### src/hdl/cioi_pkg.sv
// Constants and helpers for the processor I/O and interrupt engine
package cioi_pkg;
  // APB register byte offsets
  localparam logic [7:0] OFS_CMD = 8'h00;
  localparam logic [7:0] OFS_OPND = 8'h04;
  localparam logic [7:0] OFS_MADR = 8'h08;
  localparam logic [7:0] OFS_STAT = 8'h0c;
  localparam logic [7:0] OFS_PSU = 8'h10;
  localparam logic [7:0] OFS_RDAT = 8'h14;
  localparam logic [7:0] OFS_PC = 8'h18;
  // Command codes written to the command register
  localparam logic [3:0] CMD_RD_CTRL = 4'h0;
  localparam logic [3:0] CMD_RD_DATA = 4'h1;
  localparam logic [3:0] CMD_WR_CTRL = 4'h2;
  localparam logic [3:0] CMD_WR_DATA = 4'h3;
  localparam logic [3:0] CMD_EXT_RD = 4'h4;
  localparam logic [3:0] CMD_EXT_WR = 4'h5;
  localparam logic [3:0] CMD_MEM_RD = 4'h6;
  localparam logic [3:0] CMD_MEM_WR = 4'h7;
  localparam logic [3:0] CMD_LOAD_PSU = 4'h8;
  localparam logic [3:0] CMD_PRESET_PSU = 4'h9;
  localparam logic [3:0] CMD_CLEAR_PSU = 4'ha;
  localparam logic [3:0] CMD_RETURN = 4'hb;
  localparam logic [3:0] CMD_RETURN_EN = 4'hc;
  // Upper status byte fields, write mask, and status byte and program address reset values
  localparam int PSU_SENSE = 7;
  localparam int PSU_FLAG = 6;
  localparam int PSU_II = 5;
  localparam logic [7:0] PSU_WMASK = 8'h7f;
  localparam logic [7:0] PSU_RST = 8'h00;
  localparam logic [12:0] PC_RST = 13'h0000;
  // Status register fields
  localparam int STAT_BUSY = 0;
  localparam int STAT_IND = 1;
  localparam int STAT_IR_LSB = 8;
  // Address pin roles during I/O cycles, vector indirect bit and return stack pointer width
  localparam int ADR_EXT = 13;
  localparam int ADR_DC = 14;
  localparam int VEC_IND = 7;
  localparam int SP_W = 3;
  // Jammed call opcode; value is arbitrary
  localparam logic [7:0] ZCALL_OP = 8'h5a;

  function automatic logic cmd_ok(input logic [3:0] c);
    return c <= CMD_RETURN_EN;
  endfunction

  function automatic logic cmd_bus(input logic [3:0] c);
    return c <= CMD_MEM_WR;
  endfunction

  function automatic logic cmd_mem(input logic [3:0] c);
    return (c == CMD_MEM_RD) || (c == CMD_MEM_WR);
  endfunction

  function automatic logic cmd_ext(input logic [3:0] c);
    return (c == CMD_EXT_RD) || (c == CMD_EXT_WR);
  endfunction

  function automatic logic cmd_wr(input logic [3:0] c);
    return (c == CMD_WR_CTRL) || (c == CMD_WR_DATA)
        || (c == CMD_EXT_WR) || (c == CMD_MEM_WR);
  endfunction

  function automatic logic [12:0] cmd_len(input logic [3:0] c);
    if (c <= CMD_WR_DATA || c >= CMD_RETURN) begin
      return 13'h0001;
    end
    if (cmd_mem(c)) begin
      return 13'h0003;
    end
    return 13'h0002;
  endfunction
endpackage

### src/hdl/cioi_if.sv
// Carriers between the engine core, its bus engine and its return stack
`timescale 1ns/1ps
interface cioi_bus_if;
  logic start;
  logic mem_sel;
  logic wr;
  logic interrupt_acknowledge;
  logic [14:0] addr;
  logic [7:0] wdata;
  logic done;
  logic [7:0] rdata;
  modport ctl (output start, mem_sel, wr, interrupt_acknowledge, addr, wdata, input done, rdata);
  modport eng (input start, mem_sel, wr, interrupt_acknowledge, addr, wdata, output done, rdata);
endinterface

interface cioi_stack_if;
  logic push;
  logic pop;
  logic [12:0] din;
  logic [12:0] dout;
  modport ctl (output push, pop, din, input dout);
  modport ram (input push, pop, din, output dout);
endinterface

### src/hdl/cioi_bus_eng.sv
// External operation handshake engine driving the processor bus pins
`timescale 1ns/1ps
module cioi_bus_eng (
  // Clock and reset
  input wire logic clk,
  input wire logic rst_n,
  // Core side
  cioi_bus_if.eng bus,
  // Bus pins
  output logic operation_request_q,
  output logic interrupt_acknowledge_q,
  output logic mio_q,
  output logic rw_q,
  output logic [14:0] adr_q,
  output logic [7:0] dout_q,
  output logic oe_q,
  input wire logic op_ack,
  input wire logic [7:0] din
);
  typedef enum logic [1:0] {BE_IDLE, BE_REQ, BE_DRAIN} cioi_be_t;
  cioi_be_t st_q, st_d;
  logic operation_request_d, interrupt_acknowledge_d, mio_d, rw_d, oe_d, done_q, done_d;
  logic [14:0] adr_d;
  logic [7:0] dout_d, rdat_q, rdat_d;

  assign bus.done = done_q;
  assign bus.rdata = rdat_q;

  always_comb begin
    st_d = st_q;
    operation_request_d = operation_request_q;
    interrupt_acknowledge_d = interrupt_acknowledge_q;
    mio_d = mio_q;
    rw_d = rw_q;
    adr_d = adr_q;
    dout_d = dout_q;
    oe_d = oe_q;
    rdat_d = rdat_q;
    done_d = 1'b0;
    unique case (st_q)
      BE_IDLE: if (bus.start) begin
        st_d = BE_REQ;
        operation_request_d = 1'b1;
        interrupt_acknowledge_d = bus.interrupt_acknowledge;
        mio_d = bus.mem_sel;
        rw_d = bus.wr;
        adr_d = bus.addr;
        dout_d = bus.wdata;
        oe_d = bus.wr;
      end
      BE_REQ: if (op_ack) begin
        // Request held until the far end answers
        st_d = BE_DRAIN;
        rdat_d = din;
        operation_request_d = 1'b0;
        interrupt_acknowledge_d = 1'b0;
        oe_d = 1'b0;
      end
      BE_DRAIN: if (!op_ack) begin
        // Stale acknowledge must not end the next cycle early
        st_d = BE_IDLE;
        done_d = 1'b1;
      end
      default: st_d = BE_IDLE;
    endcase
  end

  always_ff @(posedge clk) begin
    if (!rst_n) begin
      st_q <= BE_IDLE;
      operation_request_q <= 1'b0;
      interrupt_acknowledge_q <= 1'b0;
      mio_q <= 1'b0;
      rw_q <= 1'b0;
      adr_q <= 15'h0000;
      dout_q <= 8'h00;
      oe_q <= 1'b0;
      rdat_q <= 8'h00;
      done_q <= 1'b0;
    end else begin
      st_q <= st_d;
      operation_request_q <= operation_request_d;
      interrupt_acknowledge_q <= interrupt_acknowledge_d;
      mio_q <= mio_d;
      rw_q <= rw_d;
      adr_q <= adr_d;
      dout_q <= dout_d;
      oe_q <= oe_d;
      rdat_q <= rdat_d;
      done_q <= done_d;
    end
  end
endmodule

### src/hdl/cioi_ras.sv
// Eight-level return address stack
`timescale 1ns/1ps
module cioi_ras (
  // Clock and reset
  input wire logic clk,
  input wire logic rst_n,
  // Stack port
  cioi_stack_if.ram stk
);
  logic [12:0] mem [2**cioi_pkg::SP_W];
  logic [cioi_pkg::SP_W-1:0] sp_q, sp_d;

  // Pointer wraps silently; nesting past eight overwrites the oldest
  always_comb begin
    sp_d = sp_q;
    if (stk.push) begin
      sp_d = sp_q + 3'h1;
    end else if (stk.pop) begin
      sp_d = sp_q - 3'h1;
    end
  end

  always_ff @(posedge clk) begin
    if (!rst_n) begin
      sp_q <= 3'h0;
    end else begin
      sp_q <= sp_d;
    end
    if (stk.push) begin
      mem[sp_d] <= stk.din;
    end
  end

  assign stk.dout = mem[sp_q];
endmodule

### src/hdl/cioi_top.sv
// Processor I/O and vectored interrupt engine with APB command port
//
// How it works
// Sense bit of the status byte tracks the sense pin every clock.
// Flag pin equals the flag bit, changed in the instruction's last cycle.
// Each single-byte I/O command moves one byte; data/control select marks pair.
// Single-byte I/O: request high, memory select low, extended low, select per pair.
// Extended I/O puts the device byte on address 7:0 and extended high.
// Extended read stores the bus byte; extended write drives the operand byte.
// Memory-mapped devices answer memory cycles like memory.
// One interrupt input; an eight-bit vector picks among 128 targets.
// Accepting an interrupt sets the inhibit bit.
// While inhibit is set the interrupt input is ignored.
// Inhibit set by load or preset; cleared by reset, clear, load, return-enable.
// The running instruction completes before the interrupt sequence.
// Call opcode is jammed; second byte fetched with acknowledge high.
// Jammed call pushes next address and branches relative to address zero.
// Negative offsets wrap modulo 8192.
// Vector bit 7 set means an indirect address fetch first.
// Returns pop the stack; only return-and-enable clears inhibit.
// Request held until acknowledge arrives, then dropped.
// Request seen before the last cycle jams the call in that cycle.
// Polled systems may force one fixed vector on acknowledge.
// Acknowledge rises with request and falls after operation acknowledge.
// Low seven vector bits are a two's complement offset.
// Interrupt request is sampled on the clock and held until acknowledged.
`timescale 1ns/1ps
module cioi_top (
  // Clock and reset
  input wire logic MCLK,
  input wire logic RST_N,
  // APB slave
  input wire logic PSEL,
  input wire logic PENABLE,
  input wire logic PWRITE,
  input wire logic [7:0] PADDR,
  input wire logic [31:0] PWDATA,
  output logic [31:0] PRDATA,
  output logic PREADY,
  output logic PSLVERR,
  // Processor bus
  output logic OPERATION_REQUEST,
  input wire logic OPERATION_ACKNOWLEDGE,
  output logic MEM_IO_SELECT,
  output logic READ_WRITE,
  output logic [14:0] ADDRESS,
  input wire logic [7:0] DATA_IN,
  output logic [7:0] DATA_OUT,
  output logic DATA_OE,
  // Interrupt
  input wire logic INTERRUPT_REQUEST,
  output logic INTERRUPT_ACKNOWLEDGE,
  // Single-bit I/O
  input wire logic SENSE,
  output logic FLAG
);
  typedef enum logic [3:0] {
    S_IDLE, S_ISSUE, S_WAIT, S_LAST, S_VEC_ISSUE, S_VEC_WAIT, S_CALL,
    S_IND_ISSUE, S_IND_WAIT
  } cioi_state_t;

  cioi_bus_if bus_c();
  cioi_stack_if stk_c();

  cioi_state_t st_q, st_d;
  logic [12:0] pc_q, pc_d, ind_q, ind_d;
  logic [7:0] psu_q, psu_d, rdat_q, rdat_d, vec_q, vec_d, hi_q, hi_d, ir_q, ir_d;
  logic [3:0] cmd_q, cmd_d;
  logic [15:0] opnd_q, opnd_d;
  logic [14:0] madr_q, madr_d;
  logic pend_q, pend_d, second_q, second_d, interrupt_request_q;
  logic pready_d, pslverr_d, busy, apb_wr;
  logic [31:0] prdata_d;

  function automatic logic is_mapped(input logic [7:0] a);
    return a == cioi_pkg::OFS_CMD || a == cioi_pkg::OFS_OPND
        || a == cioi_pkg::OFS_MADR || a == cioi_pkg::OFS_STAT
        || a == cioi_pkg::OFS_PSU || a == cioi_pkg::OFS_RDAT
        || a == cioi_pkg::OFS_PC;
  endfunction

  assign busy = pend_q || (st_q != S_IDLE);
  assign apb_wr = PSEL && PENABLE && PREADY && PWRITE && is_mapped(PADDR);
  assign FLAG = psu_q[cioi_pkg::PSU_FLAG];

  cioi_bus_eng u_bus (
    .clk(MCLK),
    .rst_n(RST_N),
    .bus(bus_c.eng),
    .operation_request_q(OPERATION_REQUEST),
    .interrupt_acknowledge_q(INTERRUPT_ACKNOWLEDGE),
    .mio_q(MEM_IO_SELECT),
    .rw_q(READ_WRITE),
    .adr_q(ADDRESS),
    .dout_q(DATA_OUT),
    .oe_q(DATA_OE),
    .op_ack(OPERATION_ACKNOWLEDGE),
    .din(DATA_IN)
  );

  cioi_ras u_ras (
    .clk(MCLK),
    .rst_n(RST_N),
    .stk(stk_c.ram)
  );

  //////////////////////////////////////////////////////////////////////////////
  // Bus request fields

  always_comb begin
    bus_c.start = (st_q == S_ISSUE) || (st_q == S_VEC_ISSUE) || (st_q == S_IND_ISSUE);
    bus_c.interrupt_acknowledge = (st_q == S_VEC_ISSUE);
    bus_c.wr = (st_q == S_ISSUE) && cioi_pkg::cmd_wr(cmd_q);
    bus_c.wdata = opnd_q[7:0];
    bus_c.mem_sel = 1'b0;
    bus_c.addr = 15'h0000;
    if (st_q == S_IND_ISSUE) begin
      bus_c.mem_sel = 1'b1;
      bus_c.addr = {2'b00, ind_q};
    end else if (st_q == S_ISSUE) begin
      if (cioi_pkg::cmd_mem(cmd_q)) begin
        bus_c.mem_sel = 1'b1;
        bus_c.addr = madr_q;
      end else if (cioi_pkg::cmd_ext(cmd_q)) begin
        bus_c.addr[7:0] = opnd_q[15:8];
        bus_c.addr[cioi_pkg::ADR_EXT] = 1'b1;
      end else begin
        // Bit 0 of the single-byte codes picks data over control
        bus_c.addr[cioi_pkg::ADR_DC] = (cmd_q == cioi_pkg::CMD_RD_DATA)
            || (cmd_q == cioi_pkg::CMD_WR_DATA);
      end
    end
  end

  //////////////////////////////////////////////////////////////////////////////
  // Sequencer and registers

  always_comb begin
    st_d = st_q;
    pc_d = pc_q;
    psu_d = psu_q;
    cmd_d = cmd_q;
    pend_d = pend_q;
    opnd_d = opnd_q;
    madr_d = madr_q;
    rdat_d = rdat_q;
    vec_d = vec_q;
    ind_d = ind_q;
    hi_d = hi_q;
    ir_d = ir_q;
    second_d = second_q;
    stk_c.push = 1'b0;
    stk_c.pop = 1'b0;
    stk_c.din = pc_q;
    if (apb_wr) begin
      if (PADDR == cioi_pkg::OFS_CMD && !busy) begin
        cmd_d = PWDATA[3:0];
        pend_d = cioi_pkg::cmd_ok(PWDATA[3:0]);
      end
      if (PADDR == cioi_pkg::OFS_OPND) begin
        opnd_d = PWDATA[15:0];
      end
      if (PADDR == cioi_pkg::OFS_MADR) begin
        madr_d = PWDATA[14:0];
      end
    end
    unique case (st_q)
      S_IDLE: begin
        if (interrupt_request_q && !psu_q[cioi_pkg::PSU_II]) begin
          psu_d[cioi_pkg::PSU_II] = 1'b1;
          ir_d = cioi_pkg::ZCALL_OP;
          st_d = S_VEC_ISSUE;
        end else if (pend_q) begin
          pend_d = 1'b0;
          st_d = cioi_pkg::cmd_bus(cmd_q) ? S_ISSUE : S_LAST;
        end
      end
      S_ISSUE: st_d = S_WAIT;
      S_WAIT: if (bus_c.done) begin
        if (!cioi_pkg::cmd_wr(cmd_q)) begin
          rdat_d = bus_c.rdata;
        end
        st_d = S_LAST;
      end
      S_LAST: begin
        // Instruction completes here before any interrupt is taken
        pc_d = pc_q + cioi_pkg::cmd_len(cmd_q);
        unique case (cmd_q)
          cioi_pkg::CMD_LOAD_PSU: psu_d = opnd_q[7:0] & cioi_pkg::PSU_WMASK;
          cioi_pkg::CMD_PRESET_PSU: psu_d = psu_q | (opnd_q[7:0] & cioi_pkg::PSU_WMASK);
          cioi_pkg::CMD_CLEAR_PSU: psu_d = psu_q & ~(opnd_q[7:0] & cioi_pkg::PSU_WMASK);
          cioi_pkg::CMD_RETURN, cioi_pkg::CMD_RETURN_EN: begin
            stk_c.pop = 1'b1;
            pc_d = stk_c.dout;
            if (cmd_q == cioi_pkg::CMD_RETURN_EN) begin
              psu_d[cioi_pkg::PSU_II] = 1'b0;
            end
          end
          default: ;
        endcase
        st_d = S_IDLE;
        // A request seen before this cycle replaces the next fetch
        if (interrupt_request_q && !psu_d[cioi_pkg::PSU_II]) begin
          psu_d[cioi_pkg::PSU_II] = 1'b1;
          ir_d = cioi_pkg::ZCALL_OP;
          st_d = S_VEC_ISSUE;
        end
      end
      S_VEC_ISSUE: st_d = S_VEC_WAIT;
      S_VEC_WAIT: if (bus_c.done) begin
        vec_d = bus_c.rdata;
        st_d = S_CALL;
      end
      S_CALL: begin
        stk_c.push = 1'b1;
        // Sign extension to 13 bits wraps negatives modulo 8192
        ind_d = {{6{vec_q[6]}}, vec_q[6:0]};
        second_d = 1'b0;
        if (vec_q[cioi_pkg::VEC_IND]) begin
          st_d = S_IND_ISSUE;
        end else begin
          pc_d = {{6{vec_q[6]}}, vec_q[6:0]};
          st_d = S_IDLE;
        end
      end
      S_IND_ISSUE: st_d = S_IND_WAIT;
      S_IND_WAIT: if (bus_c.done) begin
        if (!second_q) begin
          hi_d = bus_c.rdata;
          ind_d = ind_q + 13'h0001;
          second_d = 1'b1;
          st_d = S_IND_ISSUE;
        end else begin
          pc_d = {hi_q[4:0], bus_c.rdata};
          st_d = S_IDLE;
        end
      end
      default: st_d = S_IDLE;
    endcase
    psu_d[cioi_pkg::PSU_SENSE] = SENSE;
  end

  //////////////////////////////////////////////////////////////////////////////
  // APB answer

  always_comb begin
    pready_d = PSEL && PENABLE && !PREADY;
    pslverr_d = pready_d && !is_mapped(PADDR);
    prdata_d = 32'h00000000;
    if (pready_d && !PWRITE) begin
      unique case (PADDR)
        cioi_pkg::OFS_CMD: prdata_d[3:0] = cmd_q;
        cioi_pkg::OFS_OPND: prdata_d[15:0] = opnd_q;
        cioi_pkg::OFS_MADR: prdata_d[14:0] = madr_q;
        cioi_pkg::OFS_STAT: begin
          prdata_d[cioi_pkg::STAT_BUSY] = busy;
          prdata_d[cioi_pkg::STAT_IND] = vec_q[cioi_pkg::VEC_IND];
          prdata_d[cioi_pkg::STAT_IR_LSB +: 8] = ir_q;
        end
        cioi_pkg::OFS_PSU: prdata_d[7:0] = psu_q;
        cioi_pkg::OFS_RDAT: prdata_d[7:0] = rdat_q;
        cioi_pkg::OFS_PC: prdata_d[12:0] = pc_q;
        default: prdata_d = 32'h00000000;
      endcase
    end
  end

  always_ff @(posedge MCLK) begin
    if (!RST_N) begin
      st_q <= S_IDLE;
      pc_q <= cioi_pkg::PC_RST;
      psu_q <= cioi_pkg::PSU_RST;
      cmd_q <= 4'h0;
      pend_q <= 1'b0;
      opnd_q <= 16'h0000;
      madr_q <= 15'h0000;
      rdat_q <= 8'h00;
      vec_q <= 8'h00;
      ind_q <= 13'h0000;
      hi_q <= 8'h00;
      ir_q <= 8'h00;
      second_q <= 1'b0;
      interrupt_request_q <= 1'b0;
      PRDATA <= 32'h00000000;
      PREADY <= 1'b0;
      PSLVERR <= 1'b0;
    end else begin
      st_q <= st_d;
      pc_q <= pc_d;
      psu_q <= psu_d;
      cmd_q <= cmd_d;
      pend_q <= pend_d;
      opnd_q <= opnd_d;
      madr_q <= madr_d;
      rdat_q <= rdat_d;
      vec_q <= vec_d;
      ind_q <= ind_d;
      hi_q <= hi_d;
      ir_q <= ir_d;
      second_q <= second_d;
      interrupt_request_q <= INTERRUPT_REQUEST;
      PRDATA <= prdata_d;
      PREADY <= pready_d;
      PSLVERR <= pslverr_d;
    end
  end
endmodule

### config.mk
export PLATFORM = sky130hd
export DESIGN_NAME = cioi_top
export DESIGN_NICKNAME = d
export VERILOG_FILES = /design/src/hdl/cioi_pkg.sv /design/src/hdl/cioi_if.sv /design/src/hdl/cioi_bus_eng.sv /design/src/hdl/cioi_ras.sv /design/src/hdl/cioi_top.sv
export SDC_FILE = /design/constraint.sdc
export NUM_CORES = 1
export LEC_CHECK = 0
export CAP_MARGIN = 10
export CORE_MARGIN = 3
export CORE_UTILIZATION = 55
export CTS_CLUSTER_DIAMETER = 50
export DETAILED_ROUTE_END_ITERATION = 7
export DONT_BUFFER_PORTS = 1
export GPL_TIMING_DRIVEN = 0
export PLACE_DENSITY_LB_ADDON = 0.15
export SLEW_MARGIN = 20
export SYNTH_ARGS = -nofsm -noshare
export SYNTH_HDL_FRONTEND = slang
export SYNTH_SLANG_ARGS = --single-unit
export TNS_END_PERCENT = 1
### constraint.sdc
create_clock -name MCLK -period 9.55 [get_ports MCLK]
set_clock_uncertainty 0.05 [all_clocks]
set_input_delay 0.4775 -clock MCLK [delete_from_list [all_inputs] [get_ports MCLK]]
set_output_delay 0.4775 -clock MCLK [all_outputs]
set_load 0.02 [all_outputs]
==> summary.md <==
| Metric | Value |
|---|---|
| Via count of the first global-routing pass | `around 8,600` |
| Ratio of final minimum period to clock period | `a little under two fifths` |
| Cell internal power dissipation | `approximately 2.0 mW` |
| Row cnt | `between 50 and 60` |
| Highest net fanout along the worst path | `10` |
| Wire length of the first global-routing pass | `~50 mm` |
| Post-Synthesis Cell Area | `around 12,000 um2` |
| Number of detailed-route iterations in the first pass | `7` |
| Cells resized by post-CTS repair | `0` |
| Largest buffer count on any clock path | `3` |
| Number of antenna violations at the first check in global routing | `0` |
| Final core utilization | `64.3%` |
| Number of nets with antenna violations after routing | `0` |
| Via-to-Cell Ratio | `approximately 6.0` |
| Die H | `153 um` |
| Post-synthesis instance total | `1,099` |
| Worst vdd ir | `roughly 0.00016 V` |
| Top-level port count | `about 120` |
| Transition time at the pin with the least slew margin | `940 ps` |
| Clk Tree Root Cell | `sky130_fd_sc_hd__clkbuf_16` |
| Leftover overflow at the end of global routing | `0` |
| Sequential fraction of the synthesis area | `52.8%` |
| Fraction of layout instances using a drive strength above 1 | `between 10 and 15%` |
| Status | `completed` |
| Placeable Area | `21,200 um2` |
| Post-synthesis average cell area | `10.8 um2` |
| Yosys warnings | `0` |
| Number of maximum-capacitance constraint violations | `0` |
| Share of flip-flops with an asynchronous set or reset after synthesis | `0%` |
| Number of unique standard cell types used by synthesis | `just over 80` |
| Hold Slack | `between 50 and 60 ps` |
| Worst Setup Path Type | `reg -> reg` |
| Number of max-slew violations in the final report | `0` |
| Logic pwr share | `7.4%` |
| CTS tree | `yes` |
| Unrepaired setup endpoints after global routing | `no` |
| DRC violation count after routing | `0` |
| Min cycle time layout | `3590 ps` |
| Final Non-Filler Cells | `roughly 1,500` |
| Static power due to leakage | `between 4 and 5 nW` |
| Die ar. | `23,400 um2` |
| Flop and latch count out of synthesis | `about 260` |
| Pwr Total | `approximately 2.7 mW` |
| Final antenna diode count | `0` |
| Number of nets at the end of the flow | `approximately 1,200` |
| Power density over cell area | `roughly 200 nW/um2` |
| Via Count | `about 8,800` |
| Worst EP arrival | `between 3000 and 4000 ps` |
| DRC marker count from the first detailed-route iteration | `about 850` |
| Clock-pin slew reported for the worst setup and hold paths after clock tree synthesis | `60 ps` |
| Fill cell total of the finished layout | `approximately 1,700` |
| Final weighted congestion in routability-driven placement | `between 0.9 and 1` |
| Fraction of power spent switching nets | `between 20% and 30%` |
| Pin count of the biggest net entering global routing | `16` |
| Prevailing post-synth register cell | `sky130_fd_sc_hd__dfxtp_1` |
| Global router's overall resource usage | `27.2%` |
| Clock latency on the worst-skew pair | `about 500 ps` |
| Hold violation total from the final report | `0` |
| Final setup viols | `0` |
| Quantity of I/O buffers inserted on ports | `0` |
| Category of the worst setup path capture point | `register` |
| Placed cells | `1,400` |
| Setup Total Neg Slack | `0 ps` |
| Layout area overhead | `14.2%` |
| TritonCTS buffer count | `34` |
| Floorplan die width | `approximately 150 um` |
| DPL Wire Length | `roughly 23 mm` |
| Data required time of the worst path | `9700 ps` |
| Worst max-slew margin expressed relative to the limit | `37.2%` |
| Clock H-tree levels | `2` |
| Detailed-route wire length per cell | `about 22 um` |
| Worst setup SP type | `register` |
| Reported net switching power | `between 600 and 700 uW` |
| Clock network fraction of design power | `46.9%` |
| Fraction of power consumed by sequential logic | `45.7%` |
| Count of flip-flops with a built-in enable after synthesis | `between 100 and 150` |
| Sinks on Clock Net | `262` |
| Highest clock frequency the design can meet | `279 MHz` |
| Effective utilization at floorplan | `between 50% and 60%` |
| Type of the most critical hold path | `in -> reg` |
| Total detailed-routing wirelength | `32.6 mm` |
[cell usage after synthesis, types with 5 or more instances]
cell	count	area, um2
sky130_fd_sc_hd__xor2_1	12	105
sky130_fd_sc_hd__nor3_1	21	105
sky130_fd_sc_hd__edfxtp_1	104	3120
sky130_fd_sc_hd__mux4_2	26	586
sky130_fd_sc_hd__and2_1	11	68.8
sky130_fd_sc_hd__nand2b_1	6	37.5
sky130_fd_sc_hd__inv_1	14	52.6
sky130_fd_sc_hd__buf_4	18	135
sky130_fd_sc_hd__buf_2	29	145
sky130_fd_sc_hd__o21ai_1	6	30.0
sky130_fd_sc_hd__nand2_1	103	387
sky130_fd_sc_hd__a22o_1	7	61.3
sky130_fd_sc_hd__a31oi_1	14	87.6
sky130_fd_sc_hd__dfxtp_1	158	3160
sky130_fd_sc_hd__o21ai_0	46	230
sky130_fd_sc_hd__ha_1	5	62.6
sky130_fd_sc_hd__nor3b_1	5	37.5
sky130_fd_sc_hd__a211oi_1	13	97.6
sky130_fd_sc_hd__nand4_1	5	31.3
sky130_fd_sc_hd__nor4_1	5	31.3
sky130_fd_sc_hd__a21oi_1	56	280
sky130_fd_sc_hd__nand3_1	21	105
sky130_fd_sc_hd__and3_1	12	75.1
sky130_fd_sc_hd__xnor2_1	5	43.8
sky130_fd_sc_hd__mux2i_1	85	851
sky130_fd_sc_hd__a21boi_0	17	128
sky130_fd_sc_hd__nor2_1	98	368
sky130_fd_sc_hd__a22oi_1	13	97.6
sky130_fd_sc_hd__a32oi_1	5	43.8
sky130_fd_sc_hd__clkbuf_1	33	124
sky130_fd_sc_hd__nor2b_1	50	313
sky130_fd_sc_hd__buf_1	5	18.8
sky130_fd_sc_hd__a221oi_1	12	105
[repair_timing]
action / in CTS / in global routing
hold buffers: 2 / 0
endpoints found under the hold margin: 2 / 0
setup buffers: 0 / 0
[metrics by stage]
| stage | setup WS [ps] | area [um2] |
|---|---|---|
| global placement | 4470 | 12300 |
| floorplan | 6090 | 12000 |
| detailed placement | 5900 | 12400 |
| CTS | 5860 | 13600 |
| finish | 5960 | 13600 |
| global route | 5650 | 13600 |
[cell usage in the layout, fill, tap and decap left out, types with 7 or more instances in the layout]
cell type / count
sky130_fd_sc_hd__nand3_1: 21
sky130_fd_sc_hd__nand2_1: 103
sky130_fd_sc_hd__clkbuf_16: 35
sky130_fd_sc_hd__a31oi_1: 14
sky130_fd_sc_hd__o21ai_0: 46
sky130_fd_sc_hd__a211oi_1: 13
sky130_fd_sc_hd__edfxtp_1: 104
sky130_fd_sc_hd__mux4_2: 26
sky130_fd_sc_hd__a221oi_1: 12
sky130_fd_sc_hd__and3_1: 12
sky130_fd_sc_hd__buf_2: 32
sky130_fd_sc_hd__nor3_1: 17
sky130_fd_sc_hd__clkbuf_1: 35
sky130_fd_sc_hd__nor2b_1: 50
sky130_fd_sc_hd__and2_1: 11
sky130_fd_sc_hd__a22oi_1: 13
sky130_fd_sc_hd__conb_1: 16
sky130_fd_sc_hd__nor2_1: 96
sky130_fd_sc_hd__a22o_1: 7
sky130_fd_sc_hd__clkinv_2: 8
sky130_fd_sc_hd__buf_4: 23
sky130_fd_sc_hd__mux2i_1: 85
sky130_fd_sc_hd__xor2_1: 12
sky130_fd_sc_hd__a21oi_1: 56
sky130_fd_sc_hd__a21boi_0: 17
sky130_fd_sc_hd__dfxtp_1: 158
sky130_fd_sc_hd__inv_1: 14
[flip-flops by register name, summed over array words and instances (netlist names), 5 cells and up]
| signal | count |
|---|---|
| rdat_q | 8 |
| pc_q | 13 |
| ind_q | 13 |
| madr_q | 15 |
| u_ras.mem | 104 |
| hi_q | 5 |
| psu_q | 8 |
| u_bus.dout_q | 8 |
| u_bus.bus.rdata | 8 |
| u_bus.adr_q | 15 |
| vec_q | 8 |
| opnd_q | 16 |
| PRDATA | 16 |
[kinds of logic after synthesis]
kind of cell / Yosys count / synth area share (%)
and+or+nand+nor: 366 / 15.6
DFF: 262 / 52.8
AOI/OAI and AO/OA: 227 / 12.5
muxes: 113 / 12.3
buffers and inverters: 107 / 4.80
xor gates and xnor gates: 17 / 1.25
adders and majority gates: 6 / 0.694
other: 1 / 0.0315
[power groups by stage]
stage,registers (mW),clock network (mW),logic (mW)
after detailed placement,1.27,0,0.198
after global placement,1.27,0,0.196
after floorplan,1.26,0,0.155
after CTS,1.25,1.29,0.200
final,1.25,1.28,0.203
after global routing,1.25,1.35,0.223
[final timing paths]
kind	from	to	slack, ps	cells after the start
worst max-delay path	u_ras.sp_q[0]	u_ras.mem[4][12]	5960	8
worst min-delay path	SENSE	psu_q[7]	50	1
worst min register to register	opnd_q[15]	PRDATA[15]	410	2
worst max register to register	u_ras.sp_q[0]	u_ras.mem[4][12]	5960	8
[routing by layer]
metal  vias to the layer above  GRT usage (%)  share of wire (%)
met5                         -              0                  0
met2                       347           45.1                 48
met4                         0           7.68                2.5
li1                       4126              -                  -
met3                        70           5.49                7.7
met1                      4286           36.7                 42
[worst max-delay path, stage by stage, from the launching register on]
cell and delay, ps:
sky130_fd_sc_hd__dfxtp_1 320, sky130_fd_sc_hd__buf_2 250, sky130_fd_sc_hd__buf_2 340, sky130_fd_sc_hd__clkinv_1 410, sky130_fd_sc_hd__ha_1 340, sky130_fd_sc_hd__a32o_1 250
sky130_fd_sc_hd__xnor2_1 260, sky130_fd_sc_hd__nor3_2 740, sky130_fd_sc_hd__buf_4 310
[cell type report]
class	count	area (um2)	share of cell area, %
flip-flops and latches	262	6290	46.2
multi-input cells	745	5140	37.8
clock buffers	39	911	6.70
plain buffers	91	512	3.76
well taps	275	344	2.53
clock inverters	22	238	1.75
repair buffers	13	106	0.782
inverters	16	60.1	0.442
Power figures use the tool's default switching activity.
